## src/shared/dsas_cfg.svh

```systemverilog
// Timing counts, register offsets and field positions for the dual-slope sequencer
`ifndef DSAS_CFG_SVH
`define DSAS_CFG_SVH

// ----------------------------------------------------------------
// Timing
// ----------------------------------------------------------------
`define DSAS_CLK_HZ 40000000
`define DSAS_BLANK_US 20
`define DSAS_BLANK_CYCLES ((`DSAS_BLANK_US * `DSAS_CLK_HZ + 999999) / 1000000)
`define DSAS_POR_MS 50
`define DSAS_POR_CYCLES ((`DSAS_POR_MS * `DSAS_CLK_HZ + 999) / 1000)
`define DSAS_INTEG_60_TICKS 16'h1a0a
`define DSAS_INTEG_50_TICKS 16'h1f40

// ----------------------------------------------------------------
// Register map
// ----------------------------------------------------------------
`define DSAS_OFS_CTRL 4'h0
`define DSAS_OFS_STATUS 4'h4
`define DSAS_OFS_COUNT 4'h8
`define DSAS_CTRL_CONVERT 0
`define DSAS_CTRL_LINE50 1
`define DSAS_ST_INTEG 0
`define DSAS_ST_READ 1
`define DSAS_ST_POL 2
`define DSAS_ST_LOCK 3
`define DSAS_ST_AZ 4
`define DSAS_ST_POR 5
`define DSAS_RESP_OKAY 2'h0
`define DSAS_RESP_SLVERR 2'h2

`endif

```

## src/shared/dsas_pkg.sv

```systemverilog
// Types shared by the dual-slope sequencer files
package dsas_pkg;
  typedef enum logic [2:0] {
    DSAS_IDLE,
    DSAS_ARMED,
    DSAS_INTEG,
    DSAS_READ,
    DSAS_DONE
  } dsas_state_t;
  typedef logic [31:0] dsas_word_t;
  typedef logic [3:0] dsas_addr_t;
  typedef logic [1:0] dsas_resp_t;
endpackage : dsas_pkg

```

## src/hw/dsas_sync2.sv

```systemverilog
// Two-flop synchroniser for one pin input
`timescale 1ns/1ps
module dsas_sync2 (
  input wire logic clk_sys,
  input wire logic rst_n,
  input wire logic ce,
  input wire logic d,
  output logic q
);
  logic meta;

  // First flop feeds only the second
  always_ff @(posedge clk_sys or negedge rst_n) begin
    if (!rst_n) begin
      meta <= 1'b0;
      q <= 1'b0;
    end else if (ce) begin
      meta <= d;
      q <= meta;
    end
  end
endmodule : dsas_sync2

```

## src/hw/dsas_sequencer.sv

```systemverilog
// Dual-slope converter timing sequencer with AXI4-Lite registers
//
// Overview of operation
// - Integrate lasts 16.666 or 20.000 ms by line.
// - Convert clears integrate, lockout; loads integrate counter.
// - First strobe after convert asserts integrate_n.
// - Later strobes decrement counter; zero gives timeout.
// - Tick after timeout ends integrate, sets lockout.
// - Timeout captures comparator, picks reference polarity.
// - Same tick ending integrate starts read.
// - Read counter counts 6 MHz clock.
// - Comparator change ends read phase.
// - Comparator ignored for first 20 us.
// - Read end sets lockout until next convert.
// - Conversion end asserts autozero_n.
// - Integrate start releases autozero_n high.
// - Power-on reset held about 50 ms.
//
// Chosen here: the placing of the registers and the AXI4-Lite slave port.
`timescale 1ns/1ps
`include "dsas_cfg.svh"
module dsas_sequencer #(
  parameter int unsigned POR_CYCLES = `DSAS_POR_CYCLES,
  parameter int unsigned READ_W = 20
) (
  input wire logic clk_sys,
  input wire logic ce,
  input wire logic reset_n,
  input wire logic ale_pin,
  input wire logic clk6_pin,
  input wire logic comp_pin,
  input wire logic supply_ok_pin,
  output logic integrate_n,
  output logic autozero_n,
  output logic ref_pos,
  output logic ref_neg,
  output logic read_active,
  output logic polarity,
  output logic power_on_reset_n,
  input wire logic s_axi_awvalid,
  output logic s_axi_awready,
  input wire dsas_pkg::dsas_addr_t s_axi_awaddr,
  input wire logic s_axi_wvalid,
  output logic s_axi_wready,
  input wire dsas_pkg::dsas_word_t s_axi_wdata,
  input wire logic [3:0] s_axi_wstrb,
  output logic s_axi_bvalid,
  input wire logic s_axi_bready,
  output dsas_pkg::dsas_resp_t s_axi_bresp,
  input wire logic s_axi_arvalid,
  output logic s_axi_arready,
  input wire dsas_pkg::dsas_addr_t s_axi_araddr,
  output logic s_axi_rvalid,
  input wire logic s_axi_rready,
  output dsas_pkg::dsas_word_t s_axi_rdata,
  output dsas_pkg::dsas_resp_t s_axi_rresp
);
  import dsas_pkg::*;

  localparam int unsigned BLANK_CYCLES = `DSAS_BLANK_CYCLES;
  localparam int BLANK_W = $clog2(BLANK_CYCLES + 1);
  localparam int POR_W = $clog2(POR_CYCLES + 1);

  // ----------------------------------------------------------------
  // Reset release and pin synchronisers
  // ----------------------------------------------------------------
  logic rst_meta;
  logic rst_n;
  logic ale_s, clk6_s, comp_s, supply_ok_s;
  logic ale_q, clk6_q;
  logic ale_tick, clk6_tick;

  always_ff @(posedge clk_sys or negedge reset_n) begin
    if (!reset_n) begin
      rst_meta <= 1'b0;
      rst_n <= 1'b0;
    end else begin
      rst_meta <= 1'b1;
      rst_n <= rst_meta;
    end
  end

  dsas_sync2 u_sync_ale (.clk_sys(clk_sys), .rst_n(rst_n), .ce(ce), .d(ale_pin), .q(ale_s));
  dsas_sync2 u_sync_clk6 (.clk_sys(clk_sys), .rst_n(rst_n), .ce(ce), .d(clk6_pin), .q(clk6_s));
  dsas_sync2 u_sync_comp (.clk_sys(clk_sys), .rst_n(rst_n), .ce(ce), .d(comp_pin), .q(comp_s));
  dsas_sync2 u_sync_sup (.clk_sys(clk_sys), .rst_n(rst_n), .ce(ce), .d(supply_ok_pin),
    .q(supply_ok_s));

  // Rising edges of the strobe and of the 6 MHz clock become one-cycle ticks
  always_ff @(posedge clk_sys or negedge rst_n) begin
    if (!rst_n) begin
      ale_q <= 1'b0;
      clk6_q <= 1'b0;
    end else if (ce) begin
      ale_q <= ale_s;
      clk6_q <= clk6_s;
    end
  end
  assign ale_tick = ale_s & ~ale_q;
  assign clk6_tick = clk6_s & ~clk6_q;

  // ----------------------------------------------------------------
  // AXI4-Lite slave
  // ----------------------------------------------------------------
  logic aw_got, w_got;
  dsas_addr_t wr_addr;
  dsas_word_t wr_data;
  logic [3:0] wr_strb;
  logic wr_fire;
  logic wr_hit;
  logic cmd_convert;
  logic line50;
  dsas_word_t rd_word;
  logic rd_hit;
  logic lockout;
  logic [READ_W-1:0] read_count;

  assign wr_fire = aw_got & w_got & ~s_axi_bvalid;
  assign wr_hit = (wr_addr == `DSAS_OFS_CTRL);

  // Address and data are taken in either order; response waits for both
  always_ff @(posedge clk_sys or negedge rst_n) begin
    if (!rst_n) begin
      s_axi_awready <= 1'b1;
      s_axi_wready <= 1'b1;
      s_axi_bvalid <= 1'b0;
      s_axi_bresp <= `DSAS_RESP_OKAY;
      aw_got <= 1'b0;
      w_got <= 1'b0;
      wr_addr <= 4'h0;
      wr_data <= 32'h0;
      wr_strb <= 4'h0;
    end else if (ce) begin
      if (s_axi_awvalid && s_axi_awready) begin
        s_axi_awready <= 1'b0;
        aw_got <= 1'b1;
        wr_addr <= s_axi_awaddr;
      end
      if (s_axi_wvalid && s_axi_wready) begin
        s_axi_wready <= 1'b0;
        w_got <= 1'b1;
        wr_data <= s_axi_wdata;
        wr_strb <= s_axi_wstrb;
      end
      if (wr_fire) begin
        s_axi_bvalid <= 1'b1;
        s_axi_bresp <= (wr_hit || wr_addr == `DSAS_OFS_STATUS || wr_addr == `DSAS_OFS_COUNT) ?
          `DSAS_RESP_OKAY : `DSAS_RESP_SLVERR;
      end
      if (s_axi_bvalid && s_axi_bready) begin
        s_axi_bvalid <= 1'b0;
        aw_got <= 1'b0;
        w_got <= 1'b0;
        s_axi_awready <= 1'b1;
        s_axi_wready <= 1'b1;
      end
    end
  end

  // Convert is a one-cycle command; the line bit is held by software
  always_ff @(posedge clk_sys or negedge rst_n) begin
    if (!rst_n) begin
      cmd_convert <= 1'b0;
      line50 <= 1'b0;
    end else if (ce) begin
      cmd_convert <= wr_fire & wr_hit & wr_strb[0] & wr_data[`DSAS_CTRL_CONVERT];
      if (wr_fire && wr_hit && wr_strb[0]) begin
        line50 <= wr_data[`DSAS_CTRL_LINE50];
      end
    end
  end

  always_comb begin
    rd_word = 32'h0;
    rd_hit = 1'b1;
    unique case (s_axi_araddr)
      `DSAS_OFS_CTRL: rd_word[`DSAS_CTRL_LINE50] = line50;
      `DSAS_OFS_STATUS: begin
        rd_word[`DSAS_ST_INTEG] = ~integrate_n;
        rd_word[`DSAS_ST_READ] = read_active;
        rd_word[`DSAS_ST_POL] = polarity;
        rd_word[`DSAS_ST_LOCK] = lockout;
        rd_word[`DSAS_ST_AZ] = ~autozero_n;
        rd_word[`DSAS_ST_POR] = power_on_reset_n;
      end
      `DSAS_OFS_COUNT: rd_word[READ_W-1:0] = read_count;
      default: rd_hit = 1'b0;
    endcase
  end

  always_ff @(posedge clk_sys or negedge rst_n) begin
    if (!rst_n) begin
      s_axi_arready <= 1'b1;
      s_axi_rvalid <= 1'b0;
      s_axi_rdata <= 32'h0;
      s_axi_rresp <= `DSAS_RESP_OKAY;
    end else if (ce) begin
      if (s_axi_arvalid && s_axi_arready) begin
        s_axi_arready <= 1'b0;
        s_axi_rvalid <= 1'b1;
        s_axi_rdata <= rd_word;
        s_axi_rresp <= rd_hit ? `DSAS_RESP_OKAY : `DSAS_RESP_SLVERR;
      end else if (s_axi_rvalid && s_axi_rready) begin
        s_axi_rvalid <= 1'b0;
        s_axi_arready <= 1'b1;
      end
    end
  end

  // ----------------------------------------------------------------
  // Integrate timer and read timer
  // ----------------------------------------------------------------
  dsas_state_t state;
  logic [15:0] integ_cnt;
  logic timeout;
  logic integ_end;
  logic [BLANK_W-1:0] blank_cnt;
  logic zero_cross;

  assign timeout = (integ_cnt == 16'h0);
  assign integ_end = (state == DSAS_INTEG) & ale_tick & timeout;
  // Glitch blanking keeps reference switching from ending the read early
  assign zero_cross = (state == DSAS_READ) & (blank_cnt == '0) & (comp_s != polarity);

  always_ff @(posedge clk_sys or negedge rst_n) begin
    if (!rst_n) begin
      state <= DSAS_IDLE;
      integrate_n <= 1'b1;
      read_active <= 1'b0;
      lockout <= 1'b1;
    end else if (ce) begin
      if (cmd_convert) begin
        state <= DSAS_ARMED;
        integrate_n <= 1'b1;
        read_active <= 1'b0;
        lockout <= 1'b0;
      end else begin
        unique case (state)
          DSAS_IDLE: ;
          DSAS_ARMED: if (ale_tick && !lockout) begin
            state <= DSAS_INTEG;
            integrate_n <= 1'b0;
          end
          DSAS_INTEG: if (integ_end) begin
            state <= DSAS_READ;
            integrate_n <= 1'b1;
            read_active <= 1'b1;
            lockout <= 1'b1;
          end
          DSAS_READ: if (zero_cross) begin
            state <= DSAS_DONE;
            read_active <= 1'b0;
            lockout <= 1'b1;
          end
          DSAS_DONE: ;
        endcase
      end
    end
  end

  // Line bit picks the period; counts assume 400 kHz strobe ticks
  always_ff @(posedge clk_sys or negedge rst_n) begin
    if (!rst_n) begin
      integ_cnt <= 16'h0;
    end else if (ce) begin
      if (cmd_convert) begin
        integ_cnt <= line50 ? `DSAS_INTEG_50_TICKS : `DSAS_INTEG_60_TICKS;
      end else if (state == DSAS_INTEG && ale_tick && !timeout) begin
        integ_cnt <= integ_cnt - 16'h1;
      end
    end
  end

  // Comparator level at timeout chooses the opposing reference
  always_ff @(posedge clk_sys or negedge rst_n) begin
    if (!rst_n) begin
      polarity <= 1'b0;
      ref_pos <= 1'b0;
      ref_neg <= 1'b0;
    end else if (ce) begin
      if (cmd_convert || zero_cross) begin
        ref_pos <= 1'b0;
        ref_neg <= 1'b0;
      end else if (state == DSAS_INTEG && ale_tick && integ_cnt == 16'h1) begin
        polarity <= comp_s;
      end else if (integ_end) begin
        ref_neg <= polarity;
        ref_pos <= ~polarity;
      end
    end
  end

  always_ff @(posedge clk_sys or negedge rst_n) begin
    if (!rst_n) begin
      blank_cnt <= '0;
      read_count <= '0;
    end else if (ce) begin
      if (integ_end) begin
        blank_cnt <= BLANK_W'(BLANK_CYCLES);
        read_count <= '0;
      end else if (state == DSAS_READ) begin
        if (blank_cnt != '0) begin
          blank_cnt <= blank_cnt - BLANK_W'(1);
        end
        if (clk6_tick) begin
          read_count <= read_count + READ_W'(1);
        end
      end
    end
  end

  // Autozero holds whenever no conversion runs
  always_ff @(posedge clk_sys or negedge rst_n) begin
    if (!rst_n) begin
      autozero_n <= 1'b0;
    end else if (ce) begin
      if (cmd_convert || zero_cross) begin
        autozero_n <= 1'b0;
      end else if (state == DSAS_ARMED && ale_tick && !lockout) begin
        autozero_n <= 1'b1;
      end
    end
  end

  // ----------------------------------------------------------------
  // Power-on reset delay
  // ----------------------------------------------------------------
  logic [POR_W-1:0] por_cnt;

  always_ff @(posedge clk_sys or negedge rst_n) begin
    if (!rst_n) begin
      por_cnt <= '0;
      power_on_reset_n <= 1'b0;
    end else if (ce) begin
      if (!supply_ok_s) begin
        por_cnt <= '0;
        power_on_reset_n <= 1'b0;
      end else if (por_cnt == POR_W'(POR_CYCLES)) begin
        power_on_reset_n <= 1'b1;
      end else begin
        por_cnt <= por_cnt + POR_W'(1);
      end
    end
  end
endmodule : dsas_sequencer

```

## config.mk

```make
export PLATFORM = sky130hd
export DESIGN_NAME = dsas_sequencer
export DESIGN_NICKNAME = d
export VERILOG_FILES = /design/src/shared/dsas_pkg.sv /design/src/hw/dsas_sync2.sv /design/src/hw/dsas_sequencer.sv
export VERILOG_INCLUDE_DIRS = /design/src /design/src/shared
export SDC_FILE = /design/constraint.sdc
export NUM_CORES = 1
export LEC_CHECK = 0
export ABC_AREA = 0
export BUFFER_PORTS_ARGS = -buffer_cell sky130_fd_sc_hd__buf_2
export CAP_MARGIN = 25
export CORE_MARGIN = 1
export CORE_UTILIZATION = 35
export CTS_CLUSTER_DIAMETER = 200
export DETAILED_ROUTE_END_ITERATION = 12
export SLEW_MARGIN = 25
export SYNTH_ARGS = -nofsm -noshare
export SYNTH_HDL_FRONTEND = slang
export SYNTH_SLANG_ARGS = --single-unit
```

## constraint.sdc

```tcl
create_clock -name clk_sys -period 7.9 [get_ports clk_sys]
set_input_delay 0.79 -clock clk_sys [delete_from_list [all_inputs] [get_ports clk_sys]]
set_output_delay 0.79 -clock clk_sys [all_outputs]
set_load 0.005 [all_outputs]
```

==> results.md <==
GRT:
- Summed over all layers, the global routing overflow is 0.
- The global routing usage summed across all routing layers is 16.0%.
- The first global-routing pass estimated between 20 and 25 mm of wire.
- The initial antenna violation count was 0.
- Entering global routing, the biggest net connects 67 pins.
- The number of global-route vias before repair was approximately 4700.

Setup path:
- The critical path goes through or4_4 -> and4bb_2 -> and3_1 -> nor2_1.
- At the worst endpoint, the required time is 8160 ps.
- The worst setup path is launched from a flop.
- In this design, the largest share of critical-path delay is due to simple AND/OR/NAND/NOR gates.
- In this run the worst path has a maximum fanout of 25.
- The maximum single-stage delay on the critical path is 860 ps.
- The number of buffer and inverter stages on the critical path is 0.
- The cell at the slowest stage of the critical path is sky130_fd_sc_hd__and3_1.
- For the worst setup path, the data arrival time is 2960 ps.
- The nature of the critical path endpoint is a flop.
- The critical path in this run is classified as flop to flop.

Drt:
- The number of violations reported at the end of detailed-routing iteration 0 is 449.
- The routed wire length is 13.7 mm.
- The routed layout has 4875 vias.
- For this run, the detailed router's first-pass iteration total came to 4.
- The average wire per cell in the routed design is between 10 and 15 um.
- The number of antenna-violating nets in the routed design is 0.
- In the routed design, unresolved DRC markers number 0.
- The vias per cell is 5.27.

Layout:
- The repair_antennas step left the layout with diodes totalling 0.
- The area growth from synthesis to layout is 15.0%.
- For this run, the post-layout net count is 747.
- The core occupancy in the finished layout is 41.0%.
- The share of layout cells above drive strength 1 is 18.1%.

STA:
- The number of hold violations in the final report was 0.
- Dividing the final minimum period by the clock period gives roughly 34%.
- For the final database, setup skew stands at around 7.7 ps.
- The smallest clock period supported by the final layout is computed as 2710 ps.
- Setup repair after global routing left no endpoint under its margin.
- The normalized max-slew margin is 35.5%.
- Setup violations remaining at the end of the flow were counted as 0.
- The achievable clock frequency is 369 MHz.
- In the final timing run, aggregate negative setup slack is 0 ps.
- The number of pins with negative max-slew slack in the final report came to 0.
- At the pin with the least slew margin, the transition time is just under 1000 ps.

Synthesis:
- The post-synthesis compound-gate area fraction is 10.1%.
- The sequential element share of the synthesized area is 50.3%.
- Of all flip-flops after synthesis, the portion carrying an async set or reset was 100%.
- The synthesized design devotes to its leading area cell type 48.2% of total area.
- The largest area contributor in the synthesized netlist is sky130_fd_sc_hd__dfrtp_1.
- The main flop type after synthesis is sky130_fd_sc_hd__dfrtp_1.
- The count of yosys warnings during synthesis is 0.
- The combinational family with the most area after synthesis is simple AND/OR/NAND/NOR gates.
- Synthesis instantiated 61 different standard cells from the library.
- The share of cell area taken by muxes after synthesis is roughly 4.3%.
- In the synthesized netlist, the cells that appear most often are 123 x sky130_fd_sc_hd__dfrtp_1, 67 x sky130_fd_sc_hd__nor2_1, 62 x sky130_fd_sc_hd__nand2_1.
- The synthesized design contains 0 enable-type register cells.
- By instance count, the leading cell after synthesis is sky130_fd_sc_hd__dfrtp_1.
- After synthesis, the cell types taking the most area are sky130_fd_sc_hd__dfrtp_1 48%, sky130_fd_sc_hd__nor2_1 3.9%, sky130_fd_sc_hd__nand2_1 3.6%, sky130_fd_sc_hd__mux2_2 3.5%, sky130_fd_sc_hd__xnor2_1 3.2%.
- The register bit total from synthesis is 128.
- Synthesis produced roughly 630 cells.
- The combined area of all synthesized cells is between 0.006 and 0.007 mm^2.
- The share of synthesized cell area in full adder, half adder and majority cells is roughly 1.6%.
- Summing the areas of all xor and xnor instances in the mapped netlist gives 6.17% of the synthesized area.
- The average instance area after synthesis is 10.1 um^2.
- After Yosys synthesis, and, or, nand and nor cells account for 23.3% of the synthesized area.

Clocking:
- The count of H-tree levels built during CTS is 4.
- The number of clock sinks seen by CTS is ~130.
- The later pin in the worst-skew pair is clocked with a latency of 420 ps.
- After clock tree synthesis, the flow added hold-fix buffers numbering 0.
- The number of setup buffers added after CTS is 0.
- The number of buffers added by the clock tree synthesis step is 17.
- After clock tree synthesis, the clock-pin slew on the worst setup and hold paths is roughly 50 ps.
- The clock tree root driver cell is sky130_fd_sc_hd__clkbuf_16.
- After clock tree synthesis, the repair step resized 0 gates.
- The buffer levels on the longest clock path is 2.
- TritonCTS built the clock tree.

Die:
- The die covers 0.0188 mm^2.
- From bottom edge to top edge, the die measures 137 um.
- After floorplanning, the core was divided into 49 placement rows.
- For this design the top-level I/O count stands at 104.
- After floorplanning, the core was sized to cover around 0.018 mm^2.
- The starting utilization of the core area is 35.7%.
- The chip width is 137 um.

Power:
- The register share of total power is 45.9%.
- The internal power contribution is 1.32 mW.
- The relative contribution of combinational cells to total power is ~15%.
- The analysis attributes to cell leakage a power of 3.32 nW.
- Net switching is 28.1% of the power.
- IR analysis of the VDD net gives a maximum drop of approximately 0.18 mV.
- The net switching component of the power is 0.516 mW.
- The power density over the cells is 250 mW/mm^2.
- The share of total power dissipated in the clock network is about two fifths.

Placed design:
- The congestion estimate from routability-driven global placement came to 0.810.
- Once detailed placement completed, the half-perimeter wirelength came to 9.48 mm.
- The number of input and output port buffers inserted is 56.

Job:
- Across the run, the number of max-cap violations was 0.

Min path:
- The worst hold path belongs to the class primary input to asynchronous set/reset pin.

Status:
- The flow ran to the end, and the final reports show no timing, DRC or antenna violations.
area by class of cell:
class | count | area, um^2
inverters | 15 | 56.3
flip-flops and latches | 128 | 3210
multi-input cells | 463 | 2970
fillers | 1759 | 10600
repair buffers | 58 | 295
clock inverters | 7 | 62.6
well taps | 229 | 287
clock buffers | 25 | 465
final timing paths:
path / startpoint / endpoint / slack (ps) / cells past startpoint
worst max-delay path: integ_cnt[6] / read_count[12] / 5190 / 4
worst min-delay path: reset_n / rst_n / 140 / 1
worst max register to register: integ_cnt[6] / read_count[12] / 5190 / 4
worst min register to register: rst_meta / rst_n / 360 / 0
max in group asynchronous: rst_n / read_count[16] / 6170 / 1
min in group clk_sys: rst_meta / rst_n / 360 / 0
flip-flops by register name, indices dropped and copies added (netlist names), 2 cells and up:
register,count
wr_addr,4
integ_cnt,16
state,3
por_cnt,21
read_count,20
blank_cnt,10
s_axi_rdata,20
wr_data,2
cell families (layout without fill, tap and decap cells):
group / count (synthesis) / after routing
XOR/XNOR: 45 / 45
adder cells (fa/ha/maj): 8 / 8
other: 2 / 15
buffers and inverters: 55 / 105
multiplexers: 25 / 25
flip-flops: 128 / 128
AND/OR/NAND/NOR: 277 / 277
AO/OA/AOI/OAI: 93 / 93
power by group through the flow:
stage | Sequential (mW) | Combinational, mW | Clock, mW
detailed placement | 0.852 | 0.281 | 0
global route | 0.857 | 0.320 | 0.755
CTS | 0.842 | 0.284 | 0.726
global placement | 0.846 | 0.271 | 0
finish | 0.843 | 0.282 | 0.710
floorplan | 0.821 | 0.230 | 0
layer usage:
layer / global-route usage (%) / part of all wire (%)
met1: 19.9 / 45
met2: 25.8 / 49
met3: 4.04 / 4.1
met4: 7.75 / 2.0
met5: 0 / 0
through the flow:
| stage | area (um^2) | hold slack, ps | worst slack [ps] | power [mW] | cells |
|---|---|---|---|---|---|
| 5_1_grt | 7340 | 134 | 5050 | 1.93 | 925 |
| 3_5_place_dp | 6810 | 338 | 4330 | 1.13 | 893 |
| 4_1_cts | 7340 | 131 | 4780 | 1.85 | 925 |
| 3_3_place_gp | 6810 | 340 | 4440 | 1.12 | 893 |
| 6_report | 7340 | 145 | 5190 | 1.84 | 925 |
| 2_1_floorplan | 6430 | 331 | 4080 | 1.05 | 646 |
cells in the final DEF, fill, tap and decap left out, drive strengths merged, types with 14 or more instances in the layout:
master / netlist / final
mux2: 20 / 20
xnor2: 23 / 23
nor3: 15 / 15
nor2: 67 / 67
nand2: 62 / 62
o21ai: 23 / 23
a22o: 15 / 15
conb: 2 / 15
clkbuf: 17 / 25
xor2: 22 / 22
dfrtp: 123 / 123
buf: 23 / 58
or3: 14 / 14
a21oi: 17 / 17
nand3: 30 / 30
inv: 15 / 15
Power figures use the tool's default switching activity.
